File: config.mk
export PLATFORM = sky130hd
export DESIGN_NAME = rtc_core
export DESIGN_NICKNAME = d
export VERILOG_FILES = /design/src/rtc_pkg.sv /design/src/rtc_core.sv /design/src/rtc_tick.sv
export SDC_FILE = /design/constraint.sdc
export NUM_CORES = 2
export LEC_CHECK = 0
export CAP_MARGIN = 15
export CELL_PAD_IN_SITES_DETAIL_PLACEMENT = 0
export CELL_PAD_IN_SITES_GLOBAL_PLACEMENT = 1
export CORE_MARGIN = 5
export CORE_UTILIZATION = 42
export CTS_CLUSTER_SIZE = 16
export DETAILED_ROUTE_END_ITERATION = 8
export DONT_BUFFER_PORTS = 1
export GPL_TIMING_DRIVEN = 1
export PLACE_DENSITY_LB_ADDON = 0.1
export SLEW_MARGIN = 25
export SYNTH_ARGS = -nofsm -noshare
export SYNTH_HDL_FRONTEND = slang
export SYNTH_SLANG_ARGS = --single-unit
File: constraint.sdc
create_clock -name clk -period 11.3 [get_ports clk]
set_input_delay 1.695 -clock clk [delete_from_list [all_inputs] [get_ports clk]]
set_output_delay 1.695 -clock clk [all_outputs]
set_load 0.01 [all_outputs]
File: src/rtc_pkg.sv
// Package with register map, field layout and timing constants of the clock block.
package rtc_pkg;
  localparam int unsigned rtc_clk_hz = 50000000;
  localparam int unsigned rtc_nominal_hz = 32768;
  localparam logic [7:0] rtc_addr_init = 8'h00;
  localparam logic [7:0] rtc_addr_access = 8'h04;
  localparam logic [7:0] rtc_addr_comp = 8'h08;
  localparam logic [7:0] rtc_addr_time = 8'h0C;
  localparam logic [7:0] rtc_addr_cal = 8'h10;
  localparam logic [7:0] rtc_addr_scale = 8'h14;
  localparam logic [31:0] rtc_init_key = 32'hA5EB1357;
  localparam logic [15:0] rtc_access_key = 16'hA965;
  localparam logic [31:0] rtc_comp_reset = 32'h00000700;
  localparam logic [31:0] rtc_time_reset = 32'h00000000;
  localparam logic [31:0] rtc_cal_reset = 32'h00050101;
  localparam logic [31:0] rtc_comp_mask = 32'h00000F3F;
  localparam logic [31:0] rtc_time_mask = 32'h003F7F7F;
  localparam logic [31:0] rtc_cal_mask = 32'h00FF1F3F;
  localparam int unsigned rtc_access_bit = 16;
  // Seconds that the access flag stays set after the password write.
  localparam int unsigned rtc_access_hold_s = 1;
  // Integer code zero stands for 32761 Hz.
  localparam int unsigned rtc_int_base_hz = 32761;
  localparam int unsigned rtc_frac_steps = 60;
  localparam logic [3:0] rtc_pm_offset = 4'h2;
  typedef enum logic [2:0]
  {
    rtc_idle = 3'b001,
    rtc_ack = 3'b010,
    rtc_done = 3'b100
  } rtc_bus_t;
endpackage

File: src/rtc_core.sv
// Register file, password gates and BCD time and calendar counters.
//
// The Wishbone slave port was left to the implementer.
`timescale 1ns/100ps
// How it works
// - Integer code 0..15 stands for 32761..32776 Hz measured oscillator rate.
// - Fraction field is plain binary, used directly in tick scaling.
// - Time register holds hour, minute, second BCD digits at fixed bit fields.
// - Calendar register holds year, month, day BCD digits at fixed bit fields.
// - Written digits are stored unchecked; software must write valid BCD.
// - Counters, tick and settings hold in reset until the initiation key is written; the bus port still acks.
// - Register access opens on password, closes on timeout or other value.
// - In twelve-hour scale PM hours read with twenty added, AM12 reads 12.
// - Year digits count 00 to 99 meaning 2000 to 2099, then wrap.
module rtc_core
  import rtc_pkg::*;
#(
  parameter int unsigned clk_hz = rtc_clk_hz,
  parameter int unsigned access_hold_cycles = rtc_access_hold_s * clk_hz
)
(
  input wire logic clk,
  input wire logic nrst,
  input wire logic wb_cyc_i,
  input wire logic wb_stb_i,
  input wire logic wb_we_i,
  input wire logic [7:0] wb_adr_i,
  input wire logic [3:0] wb_sel_i,
  input wire logic [31:0] wb_dat_i,
  output logic [31:0] wb_dat_o,
  output logic wb_ack_o,
  output logic second_tick
);
  ////////////////////////////////////////////////////////////////////////
  logic active;
  logic access_ok;
  logic [31:0] hold;
  logic [31:0] comp;
  logic [31:0] tod;
  logic [31:0] cal;
  logic scale24;
  logic tick;
  rtc_bus_t bus_st;
  wire req = wb_cyc_i && wb_stb_i && (bus_st == rtc_idle);
  wire wr = req && wb_we_i && (wb_sel_i == 4'hF);
  wire wr_init = wr && (wb_adr_i == rtc_addr_init);
  wire wr_acc = wr && (wb_adr_i == rtc_addr_access);
  wire gated = active && access_ok;
  wire wr_comp = wr && gated && (wb_adr_i == rtc_addr_comp);
  wire wr_time = wr && gated && (wb_adr_i == rtc_addr_time);
  wire wr_cal = wr && gated && (wb_adr_i == rtc_addr_cal);
  wire wr_scale = wr && gated && (wb_adr_i == rtc_addr_scale);
  ////////////////////////////////////////////////////////////////////////
  // Bus handshake: ack one cycle after request, then one idle cycle.
  always_ff @(posedge clk or negedge nrst)
  begin
    if (!nrst)
    begin
      bus_st <= rtc_idle;
      wb_ack_o <= 1'b0;
    end
    else
    begin
      unique case (bus_st)
        rtc_idle: bus_st <= req ? rtc_ack : rtc_idle;
        rtc_ack: bus_st <= rtc_done;
        rtc_done: bus_st <= rtc_idle;
        default: bus_st <= rtc_idle;
      endcase
      wb_ack_o <= req;
    end
  end
  ////////////////////////////////////////////////////////////////////////
  // Initiation latch and access window.
  always_ff @(posedge clk or negedge nrst)
  begin
    if (!nrst)
      active <= 1'b0;
    else if (wr_init && wb_dat_i == rtc_init_key)
      active <= 1'b1;
  end
  always_ff @(posedge clk or negedge nrst)
  begin
    if (!nrst)
    begin
      access_ok <= 1'b0;
      hold <= 32'h00000000;
    end
    else if (wr_acc && active)
    begin
      access_ok <= (wb_dat_i[15:0] == rtc_access_key);
      hold <= 32'(access_hold_cycles);
    end
    else if (hold != 32'h00000000)
      hold <= hold - 32'h00000001;
    else
      access_ok <= 1'b0;
  end
  ////////////////////////////////////////////////////////////////////////
  rtc_tick #(.clk_hz(clk_hz)) u_tick
  (
    .clk(clk),
    .nrst(nrst),
    .run(active),
    .comp_int(comp[11:8]),
    .comp_frac(comp[5:0]),
    .tick(tick)
  );
  ////////////////////////////////////////////////////////////////////////
  // BCD counting helpers.
  function automatic logic [3:0] bcd_inc(input logic [3:0] d);
    bcd_inc = (d == 4'h9) ? 4'h0 : d + 4'h1;
  endfunction
  wire sec_wrap = tick && tod[6:0] == 7'h59;
  wire min_wrap = sec_wrap && tod[14:8] == 7'h59;
  wire [5:0] hr = tod[21:16];
  wire hr_wrap24 = hr == 6'h23;
  // Twelve-hour sequence: 12 -> 01..11 -> 32 -> 21..31 -> 12.
  logic [5:0] next_hr;
  logic day_wrap;
  always_comb
  begin
    day_wrap = 1'b0;
    next_hr = {hr[5:4], bcd_inc(hr[3:0])};
    if (hr[3:0] == 4'h9)
      next_hr = {hr[5:4] + 2'h1, 4'h0};
    if (scale24)
    begin
      if (hr_wrap24)
      begin
        next_hr = 6'h00;
        day_wrap = 1'b1;
      end
    end
    else if (hr == 6'h12)
      next_hr = 6'h01;
    else if (hr == 6'h11)
      next_hr = {rtc_pm_offset[1:0] + 2'h1, 4'h2};
    else if (hr == 6'h32)
      next_hr = {rtc_pm_offset[1:0], 4'h1};
    else if (hr == 6'h31)
    begin
      next_hr = 6'h12;
      day_wrap = 1'b1;
    end
  end
  wire [7:0] day = cal[7:0];
  wire [7:0] mon = cal[15:8];
  wire [7:0] yr = cal[23:16];
  wire [7:0] days_in = (mon == 8'h02) ? ((yr[4] ? (yr[3:0] == 4'h2 || yr[3:0] == 4'h6)
    : (yr[3:0] == 4'h0 || yr[3:0] == 4'h4 || yr[3:0] == 4'h8)) ? 8'h29 : 8'h28)
    : (mon == 8'h04 || mon == 8'h06 || mon == 8'h09 || mon == 8'h11) ? 8'h30 : 8'h31;
  wire dwrap = min_wrap && tod[14:8] == 7'h59 && day_wrap;
  wire hr_step = min_wrap;
  wire mwrap = dwrap && day == days_in;
  wire ywrap = mwrap && mon == 8'h12;
  wire [7:0] nday = (day[3:0] == 4'h9) ? {day[7:4] + 4'h1, 4'h0} : {day[7:4], bcd_inc(day[3:0])};
  wire [7:0] nmon = (mon[3:0] == 4'h9) ? 8'h10 : {mon[7:4], bcd_inc(mon[3:0])};
  wire [7:0] nyr = (yr[3:0] == 4'h9) ? {bcd_inc(yr[7:4]), 4'h0} : {yr[7:4], bcd_inc(yr[3:0])};
  ////////////////////////////////////////////////////////////////////////
  // Time of day and calendar counters; software writes take priority.
  always_ff @(posedge clk or negedge nrst)
  begin
    if (!nrst)
      tod <= rtc_time_reset;
    else if (!active)
      tod <= rtc_time_reset;
    else if (wr_time)
      tod <= wb_dat_i & rtc_time_mask;
    else if (tick)
    begin
      tod[3:0] <= bcd_inc(tod[3:0]);
      if (tod[3:0] == 4'h9)
        tod[6:4] <= (tod[6:4] == 3'h5) ? 3'h0 : tod[6:4] + 3'h1;
      if (sec_wrap)
        tod[11:8] <= bcd_inc(tod[11:8]);
      if (sec_wrap && tod[11:8] == 4'h9)
        tod[14:12] <= (tod[14:12] == 3'h5) ? 3'h0 : tod[14:12] + 3'h1;
      if (hr_step)
        tod[21:16] <= next_hr;
    end
  end
  always_ff @(posedge clk or negedge nrst)
  begin
    if (!nrst)
      cal <= rtc_cal_reset;
    else if (!active)
      cal <= rtc_cal_reset;
    else if (wr_cal)
      cal <= wb_dat_i & rtc_cal_mask;
    else if (dwrap)
    begin
      cal[7:0] <= mwrap ? 8'h01 : nday;
      if (mwrap)
        cal[15:8] <= ywrap ? 8'h01 : nmon;
      if (ywrap)
        cal[23:16] <= nyr;
    end
  end
  always_ff @(posedge clk or negedge nrst)
  begin
    if (!nrst)
    begin
      comp <= rtc_comp_reset;
      scale24 <= 1'b1;
    end
    else if (!active)
    begin
      comp <= rtc_comp_reset;
      scale24 <= 1'b1;
    end
    else
    begin
      if (wr_comp)
        comp <= wb_dat_i & rtc_comp_mask;
      if (wr_scale)
        scale24 <= wb_dat_i[0];
    end
  end
  ////////////////////////////////////////////////////////////////////////
  // Read data; counters read only while access is open.
  logic [31:0] rdata;
  always_comb
  begin
    rdata = 32'h00000000;
    if (wb_adr_i == rtc_addr_init)
      rdata = {31'h00000000, active};
    else if (wb_adr_i == rtc_addr_access)
      rdata = 32'(access_ok) << rtc_access_bit;
    else if (gated && wb_adr_i == rtc_addr_comp)
      rdata = comp;
    else if (gated && wb_adr_i == rtc_addr_time)
      rdata = tod;
    else if (gated && wb_adr_i == rtc_addr_cal)
      rdata = cal;
    else if (gated && wb_adr_i == rtc_addr_scale)
      rdata = {31'h00000000, scale24};
  end
  always_ff @(posedge clk or negedge nrst)
  begin
    if (!nrst)
    begin
      wb_dat_o <= 32'h00000000;
      second_tick <= 1'b0;
    end
    else
    begin
      wb_dat_o <= req ? rdata : 32'h00000000;
      second_tick <= tick;
    end
  end
endmodule

File: src/rtc_tick.sv
// Compensated one-second tick generator from the fast clock.
`timescale 1ns/100ps
module rtc_tick
  import rtc_pkg::*;
#(
  parameter int unsigned clk_hz = rtc_clk_hz
)
(
  input wire logic clk,
  input wire logic nrst,
  input wire logic run,
  input wire logic [3:0] comp_int,
  input wire logic [5:0] comp_frac,
  output logic tick
);
  // A second ends when the cycles counted so far, times the measured rate in sixtieths
  // of a hertz, reach the fast clock rate times the nominal rate in sixtieths.
  logic [31:0] cnt;
  logic [31:0] next_cnt;
  wire [31:0] osc_sixtieths = (32'(rtc_int_base_hz) + 32'(comp_int)) * 32'(rtc_frac_steps)
    + 32'(comp_frac);
  wire [63:0] limit = 64'(clk_hz) * 64'(rtc_nominal_hz) * 64'(rtc_frac_steps);
  assign next_cnt = cnt + 32'h00000001;
  wire [63:0] scaled = 64'(next_cnt) * 64'(osc_sixtieths);
  wire second_end = (scaled >= limit);
  always_ff @(posedge clk or negedge nrst)
  begin
    if (!nrst)
    begin
      cnt <= 32'h00000000;
      tick <= 1'b0;
    end
    else if (!run)
    begin
      cnt <= 32'h00000000;
      tick <= 1'b0;
    end
    else
    begin
      tick <= second_end;
      cnt <= second_end ? 32'h00000000 : next_cnt;
    end
  end
endmodule

Word-level counts from Yosys, hierarchy flattened --
Index checks and enable logic that the tools add are counted.
Word-level totals: output and inout port bits 34, bits of input ports 49, register bits after elaboration 201, logic and storage cells 205
Operators by class: eq/ne operators 53, reductions and logical operators 44, muxes and demuxes 66, order comparisons 1, multiply operators 2, add/subtract/negate cells 15
Operator list (count):
- $mux W32 | 14
- $ge A64 B47 Y1 const B | 1
- $mul A32 B32 Y64 | 1
- $mux W8 | 8
- $mux W6 | 10
- $mux W24 | 2
- $eq A4 B4 Y1 const B | 9
- $add A32 B1 Y32 const B | 1
- $add A32 B6 Y32 | 1
- $add A4 B1 Y4 const B | 8
- $eq A32 B32 Y1 const B | 1
- $eq A8 B5 Y1 const B | 4
- $mul A32 B4 Y30 const B | 1
- $reduce_bool A32 Y1 | 1
- $sub A32 B1 Y32 const B | 1
- $mux W7 | 4
- $ne A3 B1 Y1 const B | 9
- $logic_and A1 B1 Y1 | 25
- $eq A8 B3 Y1 const B | 3
- $eq A8 B4 Y1 const B | 3
- $eq A6 B6 Y1 const B | 3
- $add A15 B4 Y16 const A | 1
- $eq A16 B16 Y1 const B | 1
- $mux W1 | 16
- 26 further kinds | 53

Logic depth before layout (Yosys ltp) --
depth in word-level cells 14, gate-level depth with buffers 49, gate-level depth less buffers 45

Cells and area by module --
Synthesis repeated with hierarchy kept, for this count alone.
Unflattened totals: cells, all modules 3908, area, all modules 33619.7 µm²
By module, submodules not included:
- rtc_tick | times used 1, cells an instance 3139, area an instance 26827.0 µm²
- rtc_core | times used 1, cells an instance 769, area an instance 6792.8 µm²

Worst setup path before layout --
Ideal clock, no wire load.
path type flip-flop to flip-flop, start reg comp[8], end reg u_tick.tick, stages on the path, launching flop included 44, arrival 12354 ps, buffers on the path 5, period minus slack after synthesis 12472 ps, slack -1172 ps, data required time 11181 ps, cells stage by stage dfstp_2 -> ha_1 -> a21oi_1 -> inv_1 -> fa_1 -> fa_1 -> inv_1 -> ha_1 -> clkbuf_1 -> and3_1 -> a221o_1 -> a31o_2 -> xor2_1 -> nand4_1 -> or3_1 -> xor2_1 -> clkbuf_1 -> nor2_1 -> [8 not listed] -> fa_1 -> inv_1 -> fa_1 -> inv_1 -> ha_1 -> buf_4 -> nand2_2 -> or3_4 -> nand2b_4 -> o22a_1 -> a211oi_2 -> o21ai_1 -> a2bb2o_4 -> or4_1 -> or4_1 -> buf_6 -> buf_6 -> o21a_1
On the way: longest elaborated chain between the ends 6
Ends and longest elaborated chain:
- start: declaration | line rtc_core.sv:38 | logic [31:0] comp;
- start signal: assignment | line rtc_core.sv:204 | comp <= rtc_comp_reset;
- start signal: assignment | line rtc_core.sv:209 | comp <= rtc_comp_reset;
- start signal: assignment | line rtc_core.sv:215 | comp <= wb_dat_i & rtc_comp_mask;
- $add A15 B4 Y16 | line rtc_tick.sv:20 | wire [31:0] osc_sixtieths = (32'(rtc_int_base_hz) + 32'(comp_int)) * 32'(rtc_frac_steps)
- $mul A32 B4 Y30 | line rtc_tick.sv:20
- $add A32 B6 Y32 | line rtc_tick.sv:21 | + 32'(comp_frac);
- $mul A32 B32 Y64 | line rtc_tick.sv:24 | wire [63:0] scaled = 64'(next_cnt) * 64'(osc_sixtieths);
- $ge A64 B47 Y1 | line rtc_tick.sv:25 | wire second_end = (scaled >= limit);
- $mux W1 | line rtc_tick.sv:33 | else if (!run)
- end signal: assignment | line rtc_tick.sv:40 | tick <= second_end;
- end: declaration | line rtc_tick.sv:14 | output logic tick
Every way passes these cells. A chain may end at the register's enable or synchronous reset.

Final worst setup path --
start reg comp[8], end reg u_tick.cnt[15]
On the way: longest elaborated chain between the ends 7
Ends and longest elaborated chain:
- $add A15 B4 Y16 | line rtc_tick.sv:20
- $mul A32 B4 Y30 | line rtc_tick.sv:20
- $add A32 B6 Y32 | line rtc_tick.sv:21
- $mul A32 B32 Y64 | line rtc_tick.sv:24
- $ge A64 B47 Y1 | line rtc_tick.sv:25
- $mux W32 | line rtc_tick.sv:41 | cnt <= second_end ? 32'h00000000 : next_cnt;
- $mux W32 | line rtc_tick.sv:33
- end signal: assignment | line rtc_tick.sv:41
- end: declaration | line rtc_tick.sv:18 | logic [31:0] cnt;
Every way passes these cells.

==> impl_metrics.env <==
export IMPL_run_status="finished, violations left"
export IMPL_failed_checks="negative setup slack"
export IMPL_ant_nets=0
export IMPL_die_x_um=303
export IMPL_synth_seq_cells=147
export IMPL_r2r_start="comp[8]"
export IMPL_diodes=0
export IMPL_cts_root_buf="clkbuf_16"
export IMPL_ios=83
export IMPL_cpMostUsedCell="fa_1"
export IMPL_grt_pass1_wl_mm=182
export IMPL_holdPathStages=1
export IMPL_finalSetupViolCount=33
export IMPL_powerDensity_nw_per_um2=32.0
export IMPL_dieArea_sq_um=91800
export IMPL_grtUsageTotal_pct=25.9
export IMPL_pre_cts_ws_ns=-1.38
export IMPL_avgSynthCellArea_sq_um=8.64
export IMPL_grt_pass1_vias=31200
export IMPL_seqPwrFrac_pct=42.7
export IMPL_die_y_um=303
export IMPL_start_util_pct=42.3
export IMPL_relSlewSlack_pct=31.4
export IMPL_peakVddDrop_v=0.000108
export IMPL_ys_flop_type="dfrtp_1"
export IMPL_place_inst=5615
export IMPL_p_int_w=0.000952
export IMPL_critical_path_arrival_ns=12.74
export IMPL_clockPowerShare_pct=44.0
export IMPL_finClkSkew_ns=0.0195
export IMPL_synthAdderAreaFrac_pct=47.8
export IMPL_crit_path_max_incr_delay_ns=0.60
export IMPL_hold_buffers=0
export IMPL_drtIter0Drc=1436
export IMPL_post_drt_wl_per_cell_um=20.5
export IMPL_p_sw_w=0.000416
export IMPL_finalSetupTns_ns=-34.31
export IMPL_syn_inst=4172
export IMPL_synth_xor_area_share_pct=3.64
export IMPL_synth_distinct_cells=98
export IMPL_yosys_top_cells_area="fa_1 (37%), ha_1 (11%), dfrtp_1 (9.6%)"
export IMPL_ys_warn_count=0
export IMPL_synthSimpleGateAreaFrac_pct=18.9
export IMPL_cp_slowest_cell="dfstp_2"
export IMPL_drive_above_1_share_pct=17.0
export IMPL_switching_share_pct=30.4
export IMPL_cts_tree="built"
export IMPL_nNetsFinal=5548
export IMPL_dr_pass1_iters=6
export IMPL_fin_util_pct=50.2
export IMPL_clock_sinks=147
export IMPL_min_delay_path_class="register to register"
export IMPL_rr_endpoint="u_tick.cnt[15]"
export IMPL_p_comb_share_pct=13.3
export IMPL_grt_max_degree=148
export IMPL_worstMarginPinSlew_ns=1.03
export IMPL_hold_viol_final=0
export IMPL_core_area_sq_um=85100
export IMPL_worstSkewPairLatency_ns=0.48
export IMPL_reg2reg_depth=47
export IMPL_post_route_period_util_pct=110
export IMPL_netlist_area_sq_um=36000
export IMPL_synth_largest_area_cell="fa_1"
export IMPL_synth_top_family_by_area="adder cells"
export IMPL_period_needed_ns=12.38
export IMPL_antenna_found_initial=3
export IMPL_crit_fanout=8
export IMPL_clock_path_buffers=2
export IMPL_fmax_mhz=80.8
export IMPL_regToRegSetupSlack_ns=-1.08
export IMPL_required_ns=11.66
export IMPL_dp_hpwl_mm=95.3
export IMPL_slew_violations=0
export IMPL_synth_edf_count=0
export IMPL_async_flop_share_pct=100
export IMPL_holdPathEnd="bus_st[2]"
export IMPL_worstSetupPathType="register to register"
export IMPL_p_leak_nw=21.3
export IMPL_setup_slack_ns=-1.08
export IMPL_end_kind="register"
export IMPL_area_growth_synth_to_final_pct=18.5
export IMPL_synth_top_area_share_pct=37.2
export IMPL_drv_cap=0
export IMPL_synth_seq_area_share_pct=10.2
export IMPL_min_from="bus_st[2]"
export IMPL_drc=0
export IMPL_power_w=0.00137
export IMPL_finalNonFillerCells=5679
export IMPL_htreeDepth=4
export IMPL_placementRows=107
export IMPL_placement_io_buffers=0
export IMPL_synth_compound_area_share_pct=7.43
export IMPL_synthMuxAreaShare_pct=0.378
export IMPL_routed_via_density=5.13
export IMPL_finalWeightedCongestion=0.875
export IMPL_drt_total_wl_mm=117
export IMPL_path_clk_slew_ns=0.08
export IMPL_grt_overflow=0
export IMPL_rsz0062_at_grt="true"
export IMPL_cts_buffers=17
export IMPL_startpoint_type="register"
export IMPL_vias=29100
==> metal layers <==
metal | up-vias | part of all wire [%] | global-route usage (%)
met4 | 0 | 2.8 | 6.68
li1 | 13500 | - | -
met5 | - | 0 | 0
met3 | 129 | 3.8 | 2.53
met1 | 14900 | 42 | 33.2
met2 | 560 | 51 | 47.0
==> area by class of cell <==
| cell class | instances | area [sq um] |
|---|---|---|
| timing repair buffer | 484 | 4100 |
| multi-input combinational | 2979 | 29500 |
| tap | 1144 | 1430 |
| clock inverter | 14 | 163 |
| fill | 8376 | 42400 |
| sequential | 147 | 3690 |
| inverter | 893 | 3350 |
| clock buffer | 18 | 429 |
==> Yosys cell counts, types with 23 or more instances <==
master / count
inv_1: 892
and2_1: 99
nand2_1: 554
nand3_1: 58
a211oi_1: 23
nor3_1: 57
fa_1: 669
and3_1: 32
clkbuf_1: 156
ha_1: 308
nand2b_1: 60
a21oi_1: 100
or3_1: 23
xor2_1: 61
xnor2_1: 89
a21o_1: 29
dfrtp_1: 138
nor2_1: 326
o21ai_0: 83
nand4_1: 36
==> power by group through the flow <==
| stage | Sequential (W) | Clock [W] | Combinational [W] |
|---|---|---|---|
| 2_1_floorplan | 0.000581 | 0 | 0.000124 |
| 3_3_place_gp | 0.000593 | 0 | 0.000168 |
| 3_5_place_dp | 0.000592 | 0 | 0.000170 |
| 4_1_cts | 0.000583 | 0.000614 | 0.000173 |
| 5_1_grt | 0.000588 | 0.000634 | 0.000206 |
| 6_report | 0.000584 | 0.000602 | 0.000181 |
==> kinds of logic (layout without fill, tap and decap cells) <==
family | count (synthesis) | count (layout)
simple gates | 1397 | 1397
compound gates | 401 | 401
fa+ha+maj | 977 | 977
mux | 13 | 13
other cells | 1 | 41
buf+inv | 1086 | 1409
flops | 147 | 147
xor+xnor | 150 | 150
==> cell usage in the layout (no fill, tap or decap), drive strengths merged, types with 61 or more instances in the layout <==
| cell type | count |
|---|---|
| inv | 901 |
| fa | 669 |
| nand2 | 556 |
| buf | 480 |
| nor2 | 326 |
| ha | 308 |
| dfrtp | 138 |
| a21oi | 103 |
| and2 | 100 |
| o21ai | 90 |
| xnor2 | 89 |
| nor3 | 70 |
| nand2b | 61 |
| xor2 | 61 |
==> state kept, by name (all words and copies together) (netlist names) <==
register     cells
active           1
scale24          1
tod             20
bus_st           3
wb_dat_o        24
access_ok        1
hold            32
u_tick.tick      1
cal             21
second_tick      1
comp            10
u_tick.cnt      32
==> critical path: cells and delay by family (launching register included) <==
| family | cells | cell delay, ns |
|---|---|---|
| xor+xnor | 3 | 0.59 |
| simple gates | 9 | 2.01 |
| buf+inv | 13 | 1.36 |
| flops | 1 | 0.60 |
| compound gates | 9 | 2.31 |
| fa+ha+maj | 13 | 5.38 |
==> through the flow <==
| step | cell area, sq um | hold slack, ns |
|---|---|---|
| 2_1_floorplan | 36400 | 0.352 |
| 3_3_place_gp | 40900 | 0.432 |
| 3_5_place_dp | 40900 | 0.447 |
| 4_1_cts | 41900 | 0.457 |
| 5_1_grt | 42700 | 0.471 |
| 6_report | 42700 | 0.461 |
==> how the worst max path moves through the flow <==
stage / to / depth (start not counted) / start / slack (ns)
after CTS: u_tick.cnt[31] / 47 / comp[9] / -1.06
after floorplan: u_tick.tick / 45 / comp[8] / -0.60
after detailed placement: u_tick.cnt[31] / 44 / comp[8] / -1.38
after global routing: u_tick.cnt[6] / 46 / comp[8] / -1.44
final: u_tick.cnt[15] / 47 / comp[8] / -1.08
after global placement: u_tick.cnt[31] / 44 / comp[8] / -1.27
==> repair_timing <==
item | CTS | global route
pin swaps | 20 | 57
resized for setup | 36 | 138
buffers inserted | 16 | 11
endpoints found under the setup margin | 33 | 33
gates cloned | 1 | 4
Note: power is estimated with default switching activity, not from simulation.
